[src/shared/flash_keylock_consts.svh]
// Purpose: offsets, field positions, codes and timing counts of the flash sequencer
// Assumes: apb byte addresses, 32-bit data, pclk at 20 MHz
// Notes:   definitions only
`ifndef FLASH_KEYLOCK_CONSTS_SVH
`define FLASH_KEYLOCK_CONSTS_SVH

// ---------------------------------------------------------------
// register byte offsets
// ---------------------------------------------------------------
`define OFS_FLASH_KEY      12'h000
`define OFS_STORE_CTRL     12'h004
`define OFS_FLASH_TIMING   12'h008
`define OFS_FLASH_STATUS   12'h00c

// ---------------------------------------------------------------
// field positions and reset values
// ---------------------------------------------------------------
`define BIT_STORE_WE       0
`define BIT_STORE_EE       1
`define BIT_TIMING_WTE     0
`define BIT_STAT_BUSY      2
`define BIT_STAT_LOCKOUT   3
`define STORE_CTRL_RESET   2'h0
`define TIMING_RESET       1'h0

// ---------------------------------------------------------------
// key codes and memory geometry
// ---------------------------------------------------------------
`define KEY_CODE_FIRST     8'ha5
`define KEY_CODE_SECOND    8'hf1
`define SHORT_ADDR_LIMIT   16'h00ff
`define PAGE_LSB           9
`define ERASED_BYTE        8'hff

// ---------------------------------------------------------------
// timing
// ---------------------------------------------------------------
`define CLK_PERIOD_NS      50
`define PROG_TIME_NS       40000
`define ERASE_TIME_NS      20000000
`define PROG_CYCLES        ((`PROG_TIME_NS + `CLK_PERIOD_NS - 1) / `CLK_PERIOD_NS)
`define ERASE_CYCLES       ((`ERASE_TIME_NS + `CLK_PERIOD_NS - 1) / `CLK_PERIOD_NS)
`define TIMER_W            19

`endif

[src/shared/flash_keylock_pkg.sv]
// Purpose: types shared by the flash sequencer modules
// Assumes: nothing beyond the constants header
// Notes:   gray codes along the key sequence and on the steps into each operation
package flash_keylock_pkg;

  // ---------------------------------------------------------------
  // key lock states
  // ---------------------------------------------------------------
  typedef enum logic [1:0] {
    KEY_LOCKED  = 2'h0,
    KEY_FIRST   = 2'h1,
    KEY_ARMED   = 2'h3,
    KEY_LOCKOUT = 2'h2
  } key_state_type;

  // ---------------------------------------------------------------
  // sequencer states
  // ---------------------------------------------------------------
  typedef enum logic [2:0] {
    SEQ_IDLE  = 3'h0,
    SEQ_READ  = 3'h1,
    SEQ_PROG  = 3'h3,
    SEQ_ERASE = 3'h2,
    SEQ_DONE  = 3'h6
  } seq_state_type;

  // ---------------------------------------------------------------
  // carriers
  // ---------------------------------------------------------------
  typedef struct packed {
    logic        valid;
    logic [15:0] addr;
    logic [7:0]  data;
    logic        short_form;
  } move_write_type;

  typedef struct packed {
    logic        valid;
    logic [15:0] addr;
    logic [7:0]  data;
    logic        erase;
  } debug_cmd_type;

  typedef struct packed {
    logic        prog;
    logic        erase;
    logic [15:0] addr;
    logic [6:0]  page;
    logic [7:0]  wdata;
  } flash_drive_type;

endpackage

[src/core/flash_key_lock.sv]
// Purpose: two-code lock and key for software flash modification
// Assumes: key writes and attempts are single-cycle pulses on pclk
// Notes:   lockout holds until presetn
`timescale 1ns/10ps
`include "flash_keylock_consts.svh"
module flash_key_lock
  import flash_keylock_pkg::*;
(
  // clock and reset
  input  wire logic          pclk,
  input  wire logic          presetn,
  // key register writes
  input  wire logic          key_wr,
  input  wire logic [7:0]    key_data,
  // flash operation events
  input  wire logic          attempt,
  input  wire logic          op_done,
  // state
  output key_state_type      key_state,
  output logic               armed
);

  key_state_type state_ff;
  key_state_type nxt_state;

  always_comb begin
    nxt_state = state_ff;
    case (state_ff)
      KEY_LOCKED: begin
        if (attempt) begin
          nxt_state = KEY_LOCKOUT;
        end else if (key_wr) begin
          nxt_state = (key_data == `KEY_CODE_FIRST) ? KEY_FIRST : KEY_LOCKOUT;
        end
      end
      KEY_FIRST: begin
        if (attempt) begin
          nxt_state = KEY_LOCKOUT;
        end else if (key_wr) begin
          nxt_state = (key_data == `KEY_CODE_SECOND) ? KEY_ARMED : KEY_LOCKOUT;
        end
      end
      KEY_ARMED: begin
        if (op_done) begin
          nxt_state = KEY_LOCKED;
        end else if (key_wr) begin
          nxt_state = KEY_LOCKOUT;
        end
      end
      default: begin
        nxt_state = KEY_LOCKOUT;
      end
    endcase
  end

  always_ff @(posedge pclk or negedge presetn) begin
    if (!presetn) begin
      state_ff <= KEY_LOCKED;
    end else begin
      state_ff <= nxt_state;
    end
  end

  assign key_state = state_ff;
  assign armed     = (state_ff == KEY_ARMED);

endmodule

[src/core/flash_op_timer.sv]
// Purpose: times one program or erase operation
// Assumes: start is a one-cycle pulse while idle
// Notes:   done pulses in the last busy cycle, while the count is one
`timescale 1ns/10ps
`include "flash_keylock_consts.svh"
module flash_op_timer (
  // clock and reset
  input  wire logic                  pclk,
  input  wire logic                  presetn,
  // control
  input  wire logic                  start,
  input  wire logic [`TIMER_W-1:0]   cycles,
  // status
  output logic                       busy,
  output logic                       done
);

  logic [`TIMER_W-1:0] count_ff;
  logic [`TIMER_W-1:0] nxt_count;
  logic                busy_ff;
  logic                nxt_busy;

  always_comb begin
    nxt_count = count_ff;
    nxt_busy  = busy_ff;
    if (start) begin
      nxt_count = cycles;
      nxt_busy  = 1'b1;
    end else if (busy_ff) begin
      if (count_ff <= `TIMER_W'(1)) begin
        nxt_busy = 1'b0;
      end
      nxt_count = count_ff - `TIMER_W'(1);
    end
  end

  always_ff @(posedge pclk or negedge presetn) begin
    if (!presetn) begin
      count_ff <= '0;
      busy_ff  <= 1'b0;
    end else begin
      count_ff <= nxt_count;
      busy_ff  <= nxt_busy;
    end
  end

  assign busy = busy_ff;
  assign done = busy_ff & (count_ff <= `TIMER_W'(1));

endmodule

[src/core/flash_program_erase_keylock.sv]
// Purpose: software and debug-port program / page erase of program flash
// Assumes: apb master on pclk; move writes and debug commands on pclk
// Notes:   flash macro is driven by level strobes held for the timed span
//
// Local design decisions: the APB slave port and the register addresses.
`timescale 1ns/10ps
`include "flash_keylock_consts.svh"
module flash_program_erase_keylock
  import flash_keylock_pkg::*;
#(
  parameter logic [`TIMER_W-1:0] ERASE_CYCLES = `TIMER_W'(`ERASE_CYCLES)
) (
  // clock and reset
  input  wire logic          pclk,
  input  wire logic          presetn,
  // apb slave
  input  wire logic          psel,
  input  wire logic          penable,
  input  wire logic          pwrite,
  input  wire logic [11:0]   paddr,
  input  wire logic [31:0]   pwdata,
  output logic [31:0]        prdata,
  output logic               pready,
  output logic               pslverr,
  // move writes from the core
  input  move_write_type     move_wr,
  output logic               core_stall,
  // data memory side
  output logic               xram_we,
  output logic [15:0]        xram_addr,
  output logic [7:0]         xram_wdata,
  // two-wire debug port commands
  input  debug_cmd_type      dbg_cmd,
  output logic               dbg_busy,
  // flash macro
  output logic [15:0]        flash_rd_addr,
  input  wire logic [7:0]    flash_rd_data,
  output flash_drive_type    flash_drv
);

  // ---------------------------------------------------------------
  // apb register file
  // ---------------------------------------------------------------
  logic        setup_phase;
  logic        access_phase;
  logic        addr_hit;
  logic        wr_key;
  logic        wr_ctrl;
  logic        wr_timing;
  logic        store_we_ff;
  logic        store_ee_ff;
  logic        timing_en_ff;
  logic        nxt_store_we;
  logic        nxt_store_ee;
  logic        nxt_timing_en;
  logic [31:0] prdata_ff;
  logic [31:0] nxt_prdata;
  logic        slverr_ff;
  logic        nxt_slverr;

  key_state_type key_state;
  logic          key_armed;
  seq_state_type state_ff;

  assign setup_phase  = psel & ~penable;
  assign access_phase = psel & penable;
  assign wr_key       = access_phase & pwrite & (paddr == `OFS_FLASH_KEY);
  assign wr_ctrl      = access_phase & pwrite & (paddr == `OFS_STORE_CTRL);
  assign wr_timing    = access_phase & pwrite & (paddr == `OFS_FLASH_TIMING);

  always_comb begin
    addr_hit = 1'b0;
    if (paddr == `OFS_FLASH_KEY) begin
      addr_hit = 1'b1;
    end else if (paddr == `OFS_STORE_CTRL) begin
      addr_hit = 1'b1;
    end else if (paddr == `OFS_FLASH_TIMING) begin
      addr_hit = 1'b1;
    end else if (paddr == `OFS_FLASH_STATUS) begin
      addr_hit = 1'b1;
    end
  end

  always_comb begin
    nxt_store_we  = store_we_ff;
    nxt_store_ee  = store_ee_ff;
    nxt_timing_en = timing_en_ff;
    nxt_prdata    = prdata_ff;
    nxt_slverr    = slverr_ff;
    // enable bits hold until software rewrites them
    if (wr_ctrl) begin
      nxt_store_we = pwdata[`BIT_STORE_WE];
      nxt_store_ee = pwdata[`BIT_STORE_EE];
    end
    if (wr_timing) begin
      nxt_timing_en = pwdata[`BIT_TIMING_WTE];
    end
    // read data and error are prepared in the setup cycle
    if (setup_phase) begin
      nxt_slverr = ~addr_hit;
      nxt_prdata = 32'h0;
      if (pwrite) begin
        nxt_prdata = 32'h0;
      end else if (paddr == `OFS_FLASH_KEY) begin
        nxt_prdata = {30'h0, key_state};
      end else if (paddr == `OFS_STORE_CTRL) begin
        nxt_prdata = {30'h0, store_ee_ff, store_we_ff};
      end else if (paddr == `OFS_FLASH_TIMING) begin
        nxt_prdata = {31'h0, timing_en_ff};
      end else if (paddr == `OFS_FLASH_STATUS) begin
        nxt_prdata = {28'h0, (key_state == KEY_LOCKOUT), (state_ff != SEQ_IDLE), key_state};
      end
    end
  end

  always_ff @(posedge pclk or negedge presetn) begin
    if (!presetn) begin
      store_we_ff  <= 1'b0;
      store_ee_ff  <= 1'b0;
      timing_en_ff <= `TIMING_RESET;
      prdata_ff    <= 32'h0;
      slverr_ff    <= 1'b0;
    end else begin
      store_we_ff  <= nxt_store_we;
      store_ee_ff  <= nxt_store_ee;
      timing_en_ff <= nxt_timing_en;
      prdata_ff    <= nxt_prdata;
      slverr_ff    <= nxt_slverr;
    end
  end

  assign pready  = 1'b1;
  assign prdata  = prdata_ff;
  assign pslverr = access_phase & slverr_ff;

  // ---------------------------------------------------------------
  // move write routing
  // ---------------------------------------------------------------
  logic sw_flash_req;
  logic sw_short_blocked;
  logic sw_go;
  logic attempt;
  logic dbg_go;

  // short-address form above the limit never reaches flash
  assign sw_short_blocked = move_wr.short_form & (move_wr.addr > `SHORT_ADDR_LIMIT);
  assign sw_flash_req     = move_wr.valid & store_we_ff & ~sw_short_blocked
                            & (state_ff == SEQ_IDLE);
  assign sw_go            = sw_flash_req & key_armed & timing_en_ff;
  assign attempt          = sw_flash_req & ~key_armed;
  assign dbg_go           = dbg_cmd.valid & (state_ff == SEQ_IDLE)
                            & ~(move_wr.valid & store_we_ff);

  logic        xram_we_ff;
  logic [15:0] xram_addr_ff;
  logic [7:0]  xram_wdata_ff;
  logic        nxt_xram_we;
  logic [15:0] nxt_xram_addr;
  logic [7:0]  nxt_xram_wdata;

  always_comb begin
    nxt_xram_we    = 1'b0;
    nxt_xram_addr  = xram_addr_ff;
    nxt_xram_wdata = xram_wdata_ff;
    if (move_wr.valid & (~store_we_ff | sw_short_blocked) & ~core_stall) begin
      nxt_xram_we    = 1'b1;
      nxt_xram_addr  = move_wr.addr;
      nxt_xram_wdata = move_wr.data;
    end
  end

  always_ff @(posedge pclk or negedge presetn) begin
    if (!presetn) begin
      xram_we_ff    <= 1'b0;
      xram_addr_ff  <= 16'h0;
      xram_wdata_ff <= 8'h0;
    end else begin
      xram_we_ff    <= nxt_xram_we;
      xram_addr_ff  <= nxt_xram_addr;
      xram_wdata_ff <= nxt_xram_wdata;
    end
  end

  assign xram_we    = xram_we_ff;
  assign xram_addr  = xram_addr_ff;
  assign xram_wdata = xram_wdata_ff;

  // ---------------------------------------------------------------
  // operation sequencer
  // ---------------------------------------------------------------
  seq_state_type   nxt_state;
  logic [15:0]     op_addr_ff;
  logic [15:0]     nxt_op_addr;
  logic [7:0]      op_data_ff;
  logic [7:0]      nxt_op_data;
  logic            op_erase_ff;
  logic            nxt_op_erase;
  logic            op_sw_ff;
  logic            nxt_op_sw;
  flash_drive_type drv_ff;
  flash_drive_type nxt_drv;
  logic            timer_start;
  logic [`TIMER_W-1:0] timer_cycles;
  logic            timer_done;
  logic            key_consume;

  always_comb begin
    nxt_state    = state_ff;
    nxt_op_addr  = op_addr_ff;
    nxt_op_data  = op_data_ff;
    nxt_op_erase = op_erase_ff;
    nxt_op_sw    = op_sw_ff;
    nxt_drv      = drv_ff;
    timer_start  = 1'b0;
    timer_cycles = `TIMER_W'(`PROG_CYCLES);
    key_consume  = 1'b0;
    case (state_ff)
      SEQ_IDLE: begin
        if (sw_go) begin
          nxt_op_addr  = move_wr.addr;
          nxt_op_data  = move_wr.data;
          nxt_op_erase = store_ee_ff;
          nxt_op_sw    = 1'b1;
          nxt_state    = store_ee_ff ? SEQ_ERASE : SEQ_READ;
        end else if (dbg_go) begin
          nxt_op_addr  = dbg_cmd.addr;
          nxt_op_data  = dbg_cmd.data;
          nxt_op_erase = dbg_cmd.erase;
          nxt_op_sw    = 1'b0;
          nxt_state    = dbg_cmd.erase ? SEQ_ERASE : SEQ_READ;
        end
      end
      SEQ_READ: begin
        // the merge keeps every cleared bit cleared
        nxt_drv.prog  = 1'b1;
        nxt_drv.addr  = op_addr_ff;
        nxt_drv.wdata = flash_rd_data & op_data_ff;
        timer_start   = 1'b1;
        timer_cycles  = `TIMER_W'(`PROG_CYCLES);
        nxt_state     = SEQ_PROG;
      end
      SEQ_PROG, SEQ_ERASE: begin
        if (state_ff == SEQ_ERASE && !drv_ff.erase) begin
          nxt_drv.erase = 1'b1;
          nxt_drv.page  = op_addr_ff[15:`PAGE_LSB];
          nxt_drv.addr  = {op_addr_ff[15:`PAGE_LSB], `PAGE_LSB'(0)};
          nxt_drv.wdata = `ERASED_BYTE;
          timer_start   = 1'b1;
          timer_cycles  = ERASE_CYCLES;
        end else if (timer_done) begin
          nxt_drv.prog  = 1'b0;
          nxt_drv.erase = 1'b0;
          nxt_state     = SEQ_DONE;
        end
      end
      SEQ_DONE: begin
        key_consume = op_sw_ff;
        nxt_state   = SEQ_IDLE;
      end
      default: begin
        nxt_state = SEQ_IDLE;
      end
    endcase
  end

  always_ff @(posedge pclk or negedge presetn) begin
    if (!presetn) begin
      state_ff    <= SEQ_IDLE;
      op_addr_ff  <= 16'h0;
      op_data_ff  <= 8'h0;
      op_erase_ff <= 1'b0;
      op_sw_ff    <= 1'b0;
      drv_ff      <= '0;
    end else begin
      state_ff    <= nxt_state;
      op_addr_ff  <= nxt_op_addr;
      op_data_ff  <= nxt_op_data;
      op_erase_ff <= nxt_op_erase;
      op_sw_ff    <= nxt_op_sw;
      drv_ff      <= nxt_drv;
    end
  end

  assign flash_drv     = drv_ff;
  assign flash_rd_addr = op_addr_ff;
  // the accepting cycle stalls too, so the core never issues a second move
  assign core_stall    = (state_ff != SEQ_IDLE) | sw_go;
  assign dbg_busy      = (state_ff != SEQ_IDLE);

  // ---------------------------------------------------------------
  // key lock and timer
  // ---------------------------------------------------------------
  flash_key_lock u_key_lock (
    .pclk      (pclk),
    .presetn   (presetn),
    .key_wr    (wr_key),
    .key_data  (pwdata[7:0]),
    .attempt   (attempt),
    .op_done   (key_consume),
    .key_state (key_state),
    .armed     (key_armed)
  );

  flash_op_timer u_op_timer (
    .pclk    (pclk),
    .presetn (presetn),
    .start   (timer_start),
    .cycles  (timer_cycles),
    .busy    (),
    .done    (timer_done)
  );

endmodule

[config.mk]
export PLATFORM = sky130hd
export DESIGN_NAME = flash_program_erase_keylock
export DESIGN_NICKNAME = d
export VERILOG_FILES = /design/src/shared/flash_keylock_pkg.sv /design/src/core/flash_key_lock.sv /design/src/core/flash_op_timer.sv /design/src/core/flash_program_erase_keylock.sv
export VERILOG_INCLUDE_DIRS = /design/src /design/src/shared
export SDC_FILE = /design/constraint.sdc
export NUM_CORES = 1
export LEC_CHECK = 0
export ABC_CLOCK_PERIOD_IN_PS = 4250
export BUFFER_PORTS_ARGS = -buffer_cell sky130_fd_sc_hd__buf_2
export CORE_ASPECT_RATIO = 0.7
export CORE_MARGIN = 2
export CORE_UTILIZATION = 45
export DETAILED_ROUTE_END_ITERATION = 16
export GPL_ROUTABILITY_DRIVEN = 0
export PLACE_DENSITY = 0.85
export SYNTH_ARGS = -nofsm -noshare
export SYNTH_HDL_FRONTEND = slang
export SYNTH_HIERARCHICAL = 1
export SYNTH_SLANG_ARGS = --single-unit
[constraint.sdc]
create_clock -name pclk -period 4.25 [get_ports pclk]
set_input_delay 0.425 -clock pclk [delete_from_list [all_inputs] [get_ports pclk]]
set_output_delay 0.425 -clock pclk [all_outputs]
set_load 0.05 [all_outputs]
# After elaboration in Yosys (flattened, before gate mapping)
# Index checks and enable logic that the tools add are counted.
[totals]
register_bits = 144
output_inout_bits = 110
word_cells = 138
[op_classes]
add_sub_neg = 1
order_cmp = 2
n_eq_ne = 19
muxes = 49
bitwise = 29
reduce_logical = 18
[op_table]
columns = ["op", "n"]
rows = [
  ["2-to-1 mux 19 bit", 4],
  ["2-to-1 mux 16 bit", 2],
  ["one-hot mux 16 bit (2 select lines)", 1],
  ["2-to-1 mux 31 bit", 1],
  ["equality test 12 x 4 -> 1 bit, second input constant", 2],
  ["2-to-1 mux 2 bit", 10],
  ["2-to-1 mux 4 bit", 5],
  ["AND 1 bit", 19],
  ["less-or-equal comparator 19 x 1 -> 1 bit, second input constant", 1],
  ["subtractor 19 x 1 -> 19 bit, second input constant", 1],
  ["equality test 8 bit, second input constant", 2],
  ["> comparator 16 x 8 -> 1 bit, second input constant", 1],
  ["2-to-1 mux 8 bit", 2],
  ["one-hot mux 8 bit (2 select lines)", 1],
  ["2-to-1 mux 1 bit", 15],
  ["equality test 12 x 3 -> 1 bit, second input constant", 1],
  ["zero test 12 bit", 1],
  ["2-to-1 mux 3 bit", 4],
  ["one-hot mux 3 bit (3 select lines)", 1],
  ["AND reduction 3 bit", 3],
  ["AND 8 bit", 1],
  ["AND reduction 2 bit", 4],
  ["nonzero test 2 bit", 4],
  ["NOT 1 bit", 7],
  ["18 further kinds", 25],
]

# Logic depth before layout (Yosys ltp)
# Gate-level depths: netlist of the first run.
[depth]
word_depth = 11
ltp_mapped = 11
mapped_depth_nobuf = 9

# Cells and area by module
# The synthesis of the first run kept the hierarchy.
[modules_own_cells]
columns = ["mod", "n_inst", "cells_per_inst", "area_each_um2", "seq_area_each_um2"]
rows = [
  ["flash_program_erase_keylock", 1, 449, 4505.6, 2352.3],
  ["flash_op_timer", 1, 139, 1191.1, 500.5],
  ["flash_key_lock", 1, 20, 178.9, 50.0],
]

# Worst setup path after synthesis of the first run
# No wires, ideal clock.
[synth_path]
path_type = "input to output"
from = "input move_wr[19] in the netlist's numbering"
to = "output core_stall"
arrival_ns = 2.657
slack_ns = 1.168
path_stages = 5
cell_sequence = "or4_4 > o21a_1 > clkbuf_1 > clkbuf_1 > o21ai_0"
[synth_between]
elab_chain_len = 8
[synth_lines]
columns = ["element", "line_no", "text"]
rows = [
  ["from (decl)", "flash_program_erase_keylock.sv:26", "input move_write_type move_wr,"],
  ["> comparator 16 x 8 -> 1 bit (no line)", "n/a", ""],
  ["AND 1 bit", "flash_program_erase_keylock.sv:146", "assign sw_short_blocked = move_wr.short_form & (move_wr.addr > `SHORT_ADDR_LIMIT);"],
  ["NOT 1 bit", "flash_program_erase_keylock.sv:147", "assign sw_flash_req = move_wr.valid & store_we_ff & ~sw_short_blocked"],
  ["AND 1 bit", "flash_program_erase_keylock.sv:147", ""],
  ["AND 1 bit", "flash_program_erase_keylock.sv:148", "& (state_ff == SEQ_IDLE);"],
  ["AND 1 bit (2 in a row)", "flash_program_erase_keylock.sv:149", "assign sw_go = sw_flash_req & key_armed & timing_en_ff;"],
  ["bitwise OR 1 bit", "flash_program_erase_keylock.sv:287", "assign core_stall = (state_ff != SEQ_IDLE) | sw_go;"],
  ["to (decl)", "flash_program_erase_keylock.sv:27", "output logic core_stall,"],
]
# Every way passes these cells.

# Worst setup path after layout of the first run
[layout_path]
from = "register u_key_lock.state_ff[0], in the netlist u_key_lock/key_state[0]"
to = "output core_stall"
[layout_between]
elab_chain_len = 4
[layout_lines]
columns = ["element", "line_no", "text"]
rows = [
  ["from (decl)", "flash_key_lock.sv:23", "key_state_type state_ff;"],
  ["from (signal assigned)", "flash_key_lock.sv:60", "state_ff <= nxt_state;"],
  ["equality test 2 bit", "flash_key_lock.sv:65", "assign armed = (state_ff == KEY_ARMED);"],
  ["via key_armed", "flash_program_erase_keylock.sv:62", "logic key_armed;"],
  ["AND 1 bit (2 in a row)", "flash_program_erase_keylock.sv:149", ""],
  ["bitwise OR 1 bit", "flash_program_erase_keylock.sv:287", ""],
]
# The timed path passes the listed nets, and every way through them passes these cells.

==> results of run 1 <==
final cells by class:
class	instances	area (um2)
clock buffers	18	439
clock inverters	14	129
fillers	1104	5290
inverters	17	63.8
multi-input cells	445	2670
flip-flops and latches	116	2900
well taps	162	203
repair buffers	173	888
cell families after synthesis:
logic type | Yosys count
other cells | 2
mux | 32
buf+inv | 86
simple gates | 207
compound gates | 149
xor+xnor | 14
flops | 116
fa+ha+maj | 2
final timing paths:
path,from,endpoint,slack (ps),cells after the start
setup / recovery,u_key_lock/key_state[0],core_stall,1160,6
hold / removal,presetn,flash_drv[9],120,1
setup reg to reg,state_ff[0],u_op_timer/count_ff[18],1420,8
hold reg to reg,prdata[0],prdata[0],470,2
max in group asynchronous,presetn,xram_addr[14],3230,2
min in group pclk,move_wr[9],xram_addr[0],270,2
critical path: stages (launching register included):
cell and delay [ps]:
sky130_fd_sc_hd__dfrtp_1 470, sky130_fd_sc_hd__nand2_1 130, sky130_fd_sc_hd__inv_1 140, sky130_fd_sc_hd__and4_1 260, sky130_fd_sc_hd__nand2_1 490, sky130_fd_sc_hd__o21ai_0 430
sky130_fd_sc_hd__buf_2 330
placed cells by master (no fill, tap or decap), types with 5 or more instances in the layout:
master | Yosys | routed
sky130_fd_sc_hd__clkbuf_16 | 0 | 17
sky130_fd_sc_hd__nand3_1 | 34 | 34
sky130_fd_sc_hd__mux2_4 | 19 | 19
sky130_fd_sc_hd__inv_1 | 16 | 16
sky130_fd_sc_hd__nor2_1 | 20 | 20
sky130_fd_sc_hd__nor3_1 | 5 | 5
sky130_fd_sc_hd__mux2_1 | 5 | 5
sky130_fd_sc_hd__nand4_1 | 9 | 9
sky130_fd_sc_hd__xor2_1 | 7 | 7
sky130_fd_sc_hd__buf_4 | 29 | 9
sky130_fd_sc_hd__a31oi_1 | 25 | 25
sky130_fd_sc_hd__buf_2 | 9 | 164
sky130_fd_sc_hd__a21oi_1 | 28 | 27
sky130_fd_sc_hd__nand2_1 | 95 | 95
sky130_fd_sc_hd__o21ai_1 | 13 | 13
sky130_fd_sc_hd__o211ai_1 | 8 | 8
sky130_fd_sc_hd__dfrtp_1 | 116 | 116
sky130_fd_sc_hd__nor4_1 | 10 | 10
sky130_fd_sc_hd__mux2_2 | 6 | 6
sky130_fd_sc_hd__conb_1 | 2 | 41
sky130_fd_sc_hd__xnor2_1 | 7 | 7
sky130_fd_sc_hd__o21ai_0 | 49 | 49
per-layer routing:
metal / GRT usage, % / vias up / routed length (um)
met5: 0 / - / 0
met4: 5.23 / 0 / 119
met3: 6.74 / 9 / 1170
met2: 36.5 / 201 / 7520
met1: 33.0 / 2436 / 7160
li1: - / 2409 / -
power by group through the flow:
stage / combinational, uW / clock, uW / sequential (uW)
finish: 2410 / 1350 / 1920
global route: 2560 / 1440 / 1980
CTS: 2420 / 1370 / 1920
detailed placement: 2410 / 0 / 1920
global placement: 2360 / 0 / 1910
floorplan: 829 / 0 / 2870
per-stage QoR:
| stage | util, % | worst slack [ps] | hold slack [ps] | total power [uW] | cell area [um2] |
|---|---|---|---|---|---|
| 6_report | 58.0 | 1160 | 123 | 5670 | 7300 |
| 5_1_grt | 58.0 | 999 | 194 | 5970 | 7300 |
| 4_1_cts | 58.0 | 1180 | 160 | 5700 | 7300 |
| 3_5_place_dp | 53.4 | 1470 | 464 | 4330 | 6730 |
| 3_3_place_gp | 53.4 | 1510 | 455 | 4260 | 6730 |
| 2_1_floorplan | - | 1170 | 129 | 3700 | 6020 |
flip-flops by register name, indices dropped and copies added, names as in the netlist, 3 cells and up:
name and count:
flash_drv 33, flash_rd_addr 16, op_data_ff 8, prdata 4, state_ff 3, u_op_timer/count_ff 19
xram_addr 16, xram_wdata 8
==> impl_summary.log, run 1 <==
[metrics] peak ir drop on the vdd network: 658 uV
[metrics] relative contribution of combinational cells to total power: about 42%
[metrics] Total Neg Setup Slack: 0 ps
[metrics] switching share of power: 46.8%
[metrics] maximum number of pins on one net before global-route repair: between 60 and 70
[metrics] worst slew margin relative to its limit: 30.0%
[metrics] PwrDens: 778 nW/um2
[metrics] hold violation total from the final report: 0
[metrics] fin crit period: 3090 ps
[metrics] share of async-settable or async-resettable flops after synthesis: between 90% and 100%
[metrics] xor and xnor fraction of the mapped netlist area: 2.09%
[metrics] Core Footprint: 12600 um2
[metrics] die area: roughly 14000 um2
[metrics] arrival time at the worst endpoint: 2670 ps
[metrics] Clk Tree Root Cell: sky130_fd_sc_hd__clkbuf_16
[metrics] CP Data Required Time: 3830 ps
[metrics] final critical-path share of the clock period: 72.8%
[metrics] area added between synthesis and finish: 24.2%
[metrics] Crit Path Category: flip-flop to output pin
[metrics] Compound-Gate Fraction of Synth Area: approximately 15%
[metrics] unrepaired setup endpoints after global routing: no
[metrics] clock skew after layout: between 8 and 9 ps
[metrics] result of the run: completed
[metrics] most used standard cell by instance count after synthesis: sky130_fd_sc_hd__dfrtp_1
[metrics] net count reported at finish: 881
[metrics] maximum fanout along the worst path: 27
[metrics] Synth Area in Simple Gates: between 15 and 20%
[metrics] number of warnings issued by yosys: 6
[metrics] n_diodes: 0
[metrics] share of the synthesized area in the top cell type: 49.4%
[metrics] synthesized cell area: 5880 um2
[metrics] number of endpoints failing setup at the final stage: 0
[metrics] top post-synthesis cells by count: sky130_fd_sc_hd__dfrtp_1 (116), sky130_fd_sc_hd__nand2_1 (95), sky130_fd_sc_hd__o21ai_0 (49), sky130_fd_sc_hd__nand3_1 (34), sky130_fd_sc_hd__buf_4 (29)
[metrics] Peak Freq: 323 MHz
[metrics] detailed-route wire length per cell: 16.9 um
[metrics] static leakage power: 0.00339 uW
[metrics] cell count after placement: 913
[metrics] Avg Inst Size Synth: 9.66 um2
[metrics] flip-flop and latch count after synthesis: 116
[metrics] detailed-router iteration count before antenna repair: 5
[metrics] effective utilization at floorplan: 46.7%
[metrics] DIE WIDTH: 141 um
[metrics] number of I/O pins: 219
[metrics] Post-CTS Hold Fix Bufs: 0
[metrics] Resized cells post-CTS: 0
[metrics] buffers inserted by post-CTS timing repair: 0
[metrics] share of synthesized cell area in full adder, half adder and majority cells: 0.426%
[metrics] total of max-cap violations: 0
[metrics] Vias/cell: ~5.3
[metrics] Buffers on Ports: 165
[metrics] clock share of power: 23.8%
[metrics] Post-DRT Antenna Nets: 0
[metrics] via count: 5055
[metrics] DRC errors left: 0
[metrics] Slew Viols, Final: 0
[metrics] sequential-to-total area share from yosys stat: about half
[metrics] cell count after synthesis: 608
[metrics] Detailed Route Iter0 Violations: approximately 360
[metrics] actual transition at the worst max-transition pin: 1050 ps
[metrics] Seq pwr share: 33.8%
[metrics] Routed WL: around 16000 um
[metrics] deepest level of the CTS H-tree: 4
[metrics] count of unique library cells instantiated by Yosys: 68
[metrics] overall fraction of global-route tracks in use: 23.5%
[metrics] number of enable-type register cells in the synthesized netlist: 0
[metrics] DP Wirelength: 11600 um
[metrics] switching power total: 2650 uW
[metrics] Power Internal: roughly 3000 uW
[metrics] Critical Path End Type: output pin
[metrics] post-synth top area cell: sky130_fd_sc_hd__dfrtp_1
[metrics] first-pass GRT wire length: 25600 um
[metrics] post-synthesis mux area share: 7.30%
[metrics] die extent in y: ~100 um
[metrics] number of clock sinks: 116
[metrics] clock latency at the later pin of the worst-skew pair: 410 ps
[metrics] antenna violations before repair: 0
[metrics] Max Root-Sink Buffers: 2
[metrics] ratio of cells with drive above 1 in the final layout: 31.3%
[metrics] clock-pin slew reported for the worst setup and hold paths after clock tree synthesis: ~60 ps
[metrics] commonest register cell after synthesis: sky130_fd_sc_hd__dfrtp_1
[metrics] clock buffer count from CTS: 17
[metrics] CTS tree: yes
[metrics] total global routing overflow: 0
[metrics] critical path startpoint category: flip-flop
[metrics] dominant cells by area after synthesis: sky130_fd_sc_hd__dfrtp_1 (49%), sky130_fd_sc_hd__nand2_1 (6.1%), sky130_fd_sc_hd__mux2_4 (4.9%)
[metrics] post-route insts no fill: 945
[metrics] worst min path class: input pin to async pin
[metrics] combinational family with the most area after synthesis: simple AND/OR/NAND/NOR gates
[metrics] number of global-route vias before repair: 4874
[metrics] Std-Cell Rows: 34
Power figures use the tool's default switching activity.
==> run 2: changes to the inputs <==
--- a/config.mk
+++ b/config.mk
@@ -6,14 +6,15 @@
 export SDC_FILE = /design/constraint.sdc
 export NUM_CORES = 1
 export LEC_CHECK = 0
-export ABC_CLOCK_PERIOD_IN_PS = 4250
+export ABC_AREA = 1
+export ABC_CLOCK_PERIOD_IN_PS = 2500
 export BUFFER_PORTS_ARGS = -buffer_cell sky130_fd_sc_hd__buf_2
 export CORE_ASPECT_RATIO = 0.7
 export CORE_MARGIN = 2
 export CORE_UTILIZATION = 45
 export DETAILED_ROUTE_END_ITERATION = 16
 export GPL_ROUTABILITY_DRIVEN = 0
-export PLACE_DENSITY = 0.85
+export PLACE_DENSITY = 0.88
 export SYNTH_ARGS = -nofsm -noshare
 export SYNTH_HDL_FRONTEND = slang
 export SYNTH_HIERARCHICAL = 1
==> constraint.sdc (replaced) <==
create_clock -name pclk -period 2.5 [get_ports pclk]
set_input_delay 0.25 -clock pclk [delete_from_list [all_inputs] [get_ports pclk]]
set_output_delay 0.25 -clock pclk [all_outputs]
set_load 0.05 [all_outputs]
==> impl_summary.log, run 2 <==
[metrics] overall fraction of global-route tracks in use: 24.9%
[metrics] worst min path class: input pin to flip-flop
[metrics] maximum fanout along the worst path: 19
[metrics] met3 demand-to-capacity share in global routing: 5.70%
[metrics] commonest register cell after synthesis: sky130_fd_sc_hd__dfrtp_1
[metrics] first-pass GRT wire length: 27700 um
[metrics] maximum number of pins on one net before global-route repair: 71
[metrics] Slew Viols, Final: 0
[metrics] count of unique library cells instantiated by Yosys: 42
[metrics] CP Data Required Time: around 2300 ps
[metrics] PwrDens: roughly 670 nW/um2
[metrics] Buffers on Ports: about 170
[metrics] clock latency at the later pin of the worst-skew pair: 420 ps
[metrics] DRC errors left: 0
[metrics] share of async-settable or async-resettable flops after synthesis: 100%
[metrics] cell count after synthesis: between 700 and 800
[metrics] critical path startpoint category: flip-flop
[metrics] Avg Inst Size Synth: 7.89 um2
[metrics] share of the synthesized area in the top cell type: 48.1%
[metrics] most frequent cells in the layout: sky130_fd_sc_hd__nand2_1 (245), sky130_fd_sc_hd__buf_2 (164), sky130_fd_sc_hd__dfrtp_1 (116)
[metrics] Critical Path End Type: output pin
[metrics] synthesized cell area: 6040 um2
[metrics] fin crit period: roughly 2300 ps
[metrics] Std-Cell Rows: 35
[metrics] Post-DRT Antenna Nets: 0
[metrics] clock-pin slew reported for the worst setup and hold paths after clock tree synthesis: 60 ps
[metrics] result of the run: completed
[metrics] number of warnings issued by yosys: 6
[metrics] total global routing overflow: 0
[metrics] max reg flops: 33
[metrics] detailed-route wire length per cell: 15.6 um
[metrics] Clk Tree Root Cell: sky130_fd_sc_hd__clkbuf_16
[metrics] via count: 5985
[metrics] number of I/O pins: between 200 and 250
[metrics] post-synth top area cell: sky130_fd_sc_hd__dfrtp_1
[metrics] net count reported at finish: 1053
[metrics] final critical-path share of the clock period: 91.9%
[metrics] Peak Freq: roughly 440 MHz
[metrics] n_diodes: 0
[metrics] die extent in y: 101 um
[metrics] sequential-to-total area share from yosys stat: 48.1%
[metrics] area added between synthesis and finish: 25.0%
[metrics] utilization after layout: a little under three fifths
[metrics] DP Wirelength: ~12000 um
[metrics] worst slew margin relative to its limit: 47.8%
[metrics] Max Root-Sink Buffers: 2
[metrics] Crit Path Category: flip-flop to output pin
[metrics] Total Neg Setup Slack: 0 ps
[metrics] Routed WL: approximately 18000 um
[metrics] total of max-cap violations: 0
[metrics] Vias/cell: 5.34
[metrics] number of clock sinks: ~120
[metrics] number of global-route vias before repair: 5438
[metrics] static leakage power: between 0.003 and 0.004 uW
[metrics] most used standard cell by instance count after synthesis: sky130_fd_sc_hd__nand2_1
[metrics] detailed-router iteration count before antenna repair: 6
[metrics] die area: around 14000 um2
[metrics] effective utilization at floorplan: 46.0%
[metrics] clock buffer count from CTS: 17
[metrics] met2 demand-to-capacity share in global routing: a little over a third
[metrics] deepest level of the CTS H-tree: 4
[metrics] ratio of cells with drive above 1 in the final layout: roughly a quarter
[metrics] flip-flop and latch count after synthesis: around 120
[metrics] number of enable-type register cells in the synthesized netlist: 0
[metrics] arrival time at the worst endpoint: 2050 ps
[metrics] unrepaired setup endpoints after global routing: no
[metrics] number of endpoints failing setup at the final stage: 0
[metrics] worst hold slack: 52.4 ps
[metrics] Detailed Route Iter0 Violations: 635
[metrics] top post-synthesis cells by count: sky130_fd_sc_hd__nand2_1 (245), sky130_fd_sc_hd__dfrtp_1 (116), sky130_fd_sc_hd__inv_1 (60), sky130_fd_sc_hd__nor2_1 (59), sky130_fd_sc_hd__o21ai_0 (51)
[metrics] commonest non-fill, non-tap cell in the layout: sky130_fd_sc_hd__nand2_1
[metrics] clock skew after layout: 7.13 ps
[metrics] hold violation total from the final report: 0
[metrics] GRT Max-Usage Layer: met1
[metrics] peak ir drop on the vdd network: 477 uV
[metrics] CTS tree: yes
[metrics] Core Footprint: 13100 um2
[metrics] dominant cells by area after synthesis: sky130_fd_sc_hd__dfrtp_1 (48%), sky130_fd_sc_hd__nand2_1 (15%), sky130_fd_sc_hd__o21ai_0 (4.2%)
[metrics] Filler Cells Inserted: 1134
[metrics] DIE WIDTH: 142 um
[metrics] actual transition at the worst max-transition pin: 782 ps
[metrics] met1 track demand over resource: a little under two fifths
[metrics] antenna violations before repair: 0
[run 2: changes by cell type in the layout (fill, tap and decap cells not counted), sizes merged, moves of 6 or more]
cell,change
o21ai,-8
inv,+52
nor2,+56
nor4,-9
a21oi,-27
nand2,+156
nand4,+16
nand3,+17
a22oi,+11
mux2,-28
a31oi,-6
[run 2: cell families after synthesis]
group | synth area share, %
AOI/OAI and AO/OA | 10.4
other | 0.124
and+or+nand+nor | 29.8
DFF | 48.1
adders and majority gates | 0.414
muxes | 0.373
xor gates and xnor gates | 0.580
buffers and inverters | 10.2
[run 2: timing repair]
action,4_1_cts,5_1_grt
endpoints found under the hold margin,27,0
setup buffers,0,0
hold buffers,1,0
gates resized for setup,0,1
endpoints found under the setup margin,0,2
[run 2: worst paths after layout]
| kind | start | to | slack (ps) | cells past startpoint |
|---|---|---|---|---|
| worst max register to register | state_ff[1] | u_op_timer/count_ff[2] | 320 | 9 |
| min in group asynchronous | presetn | flash_drv[30] | 300 | 2 |
| worst max-delay path | u_key_lock/key_state[0] | core_stall | 200 | 7 |
| worst min-delay path | move_wr[15] | xram_addr[6] | 50 | 3 |
| max in group asynchronous | presetn | prdata[1] | 1480 | 3 |
| worst min register to register | flash_drv[14] | flash_drv[14] | 470 | 2 |
[run 2: final cells by class]
type | count | area [um2] | area share, %
Clock buffer | 17 | 425 | 5.64
Sequential cell | 116 | 2900 | 38.5
Clock inverter | 15 | 145 | 1.92
Multi-Input combinational cell | 565 | 2680 | 35.5
Inverter | 65 | 244 | 3.23
Tap cell | 166 | 208 | 2.75
Timing Repair Buffer | 177 | 946 | 12.5
[run 2: metal layers]
layer / vias to the layer above / wire (um)
li1: 2779 / -
met1: 2811 / 7660
met2: 362 / 7790
met3: 30 / 1710
met4: 3 / 325
met5: - / 30
[run 2: stage by stage]
stage	worst slack (ps)	total power, uW	std cells	area (um2)
2_1_floorplan	541	2560	804	6180
3_3_place_gp	393	2710	1087	6960
3_5_place_dp	314	2740	1087	6960
4_1_cts	164	5060	1120	7540
5_1_grt	34.4	5260	1121	7550
6_report	203	5050	1121	7550
[run 2: worst max-delay path, stage by stage (launching register included)]
cell and delay [ps]:
sky130_fd_sc_hd__dfrtp_1 450, sky130_fd_sc_hd__nand2_1 110, sky130_fd_sc_hd__inv_1 130, sky130_fd_sc_hd__nand2_1 70
sky130_fd_sc_hd__inv_1 210, sky130_fd_sc_hd__nand3_4 250, sky130_fd_sc_hd__nand2_1 130, sky130_fd_sc_hd__buf_2 280
[run 2: where the power goes]
part	internal (uW)	leakage (uW)	switching [uW]
combinational	208	0.00229	427
sequential	1970	0.00141	118
clock	1390	0.000272	946
total	3560	0.00397	1490
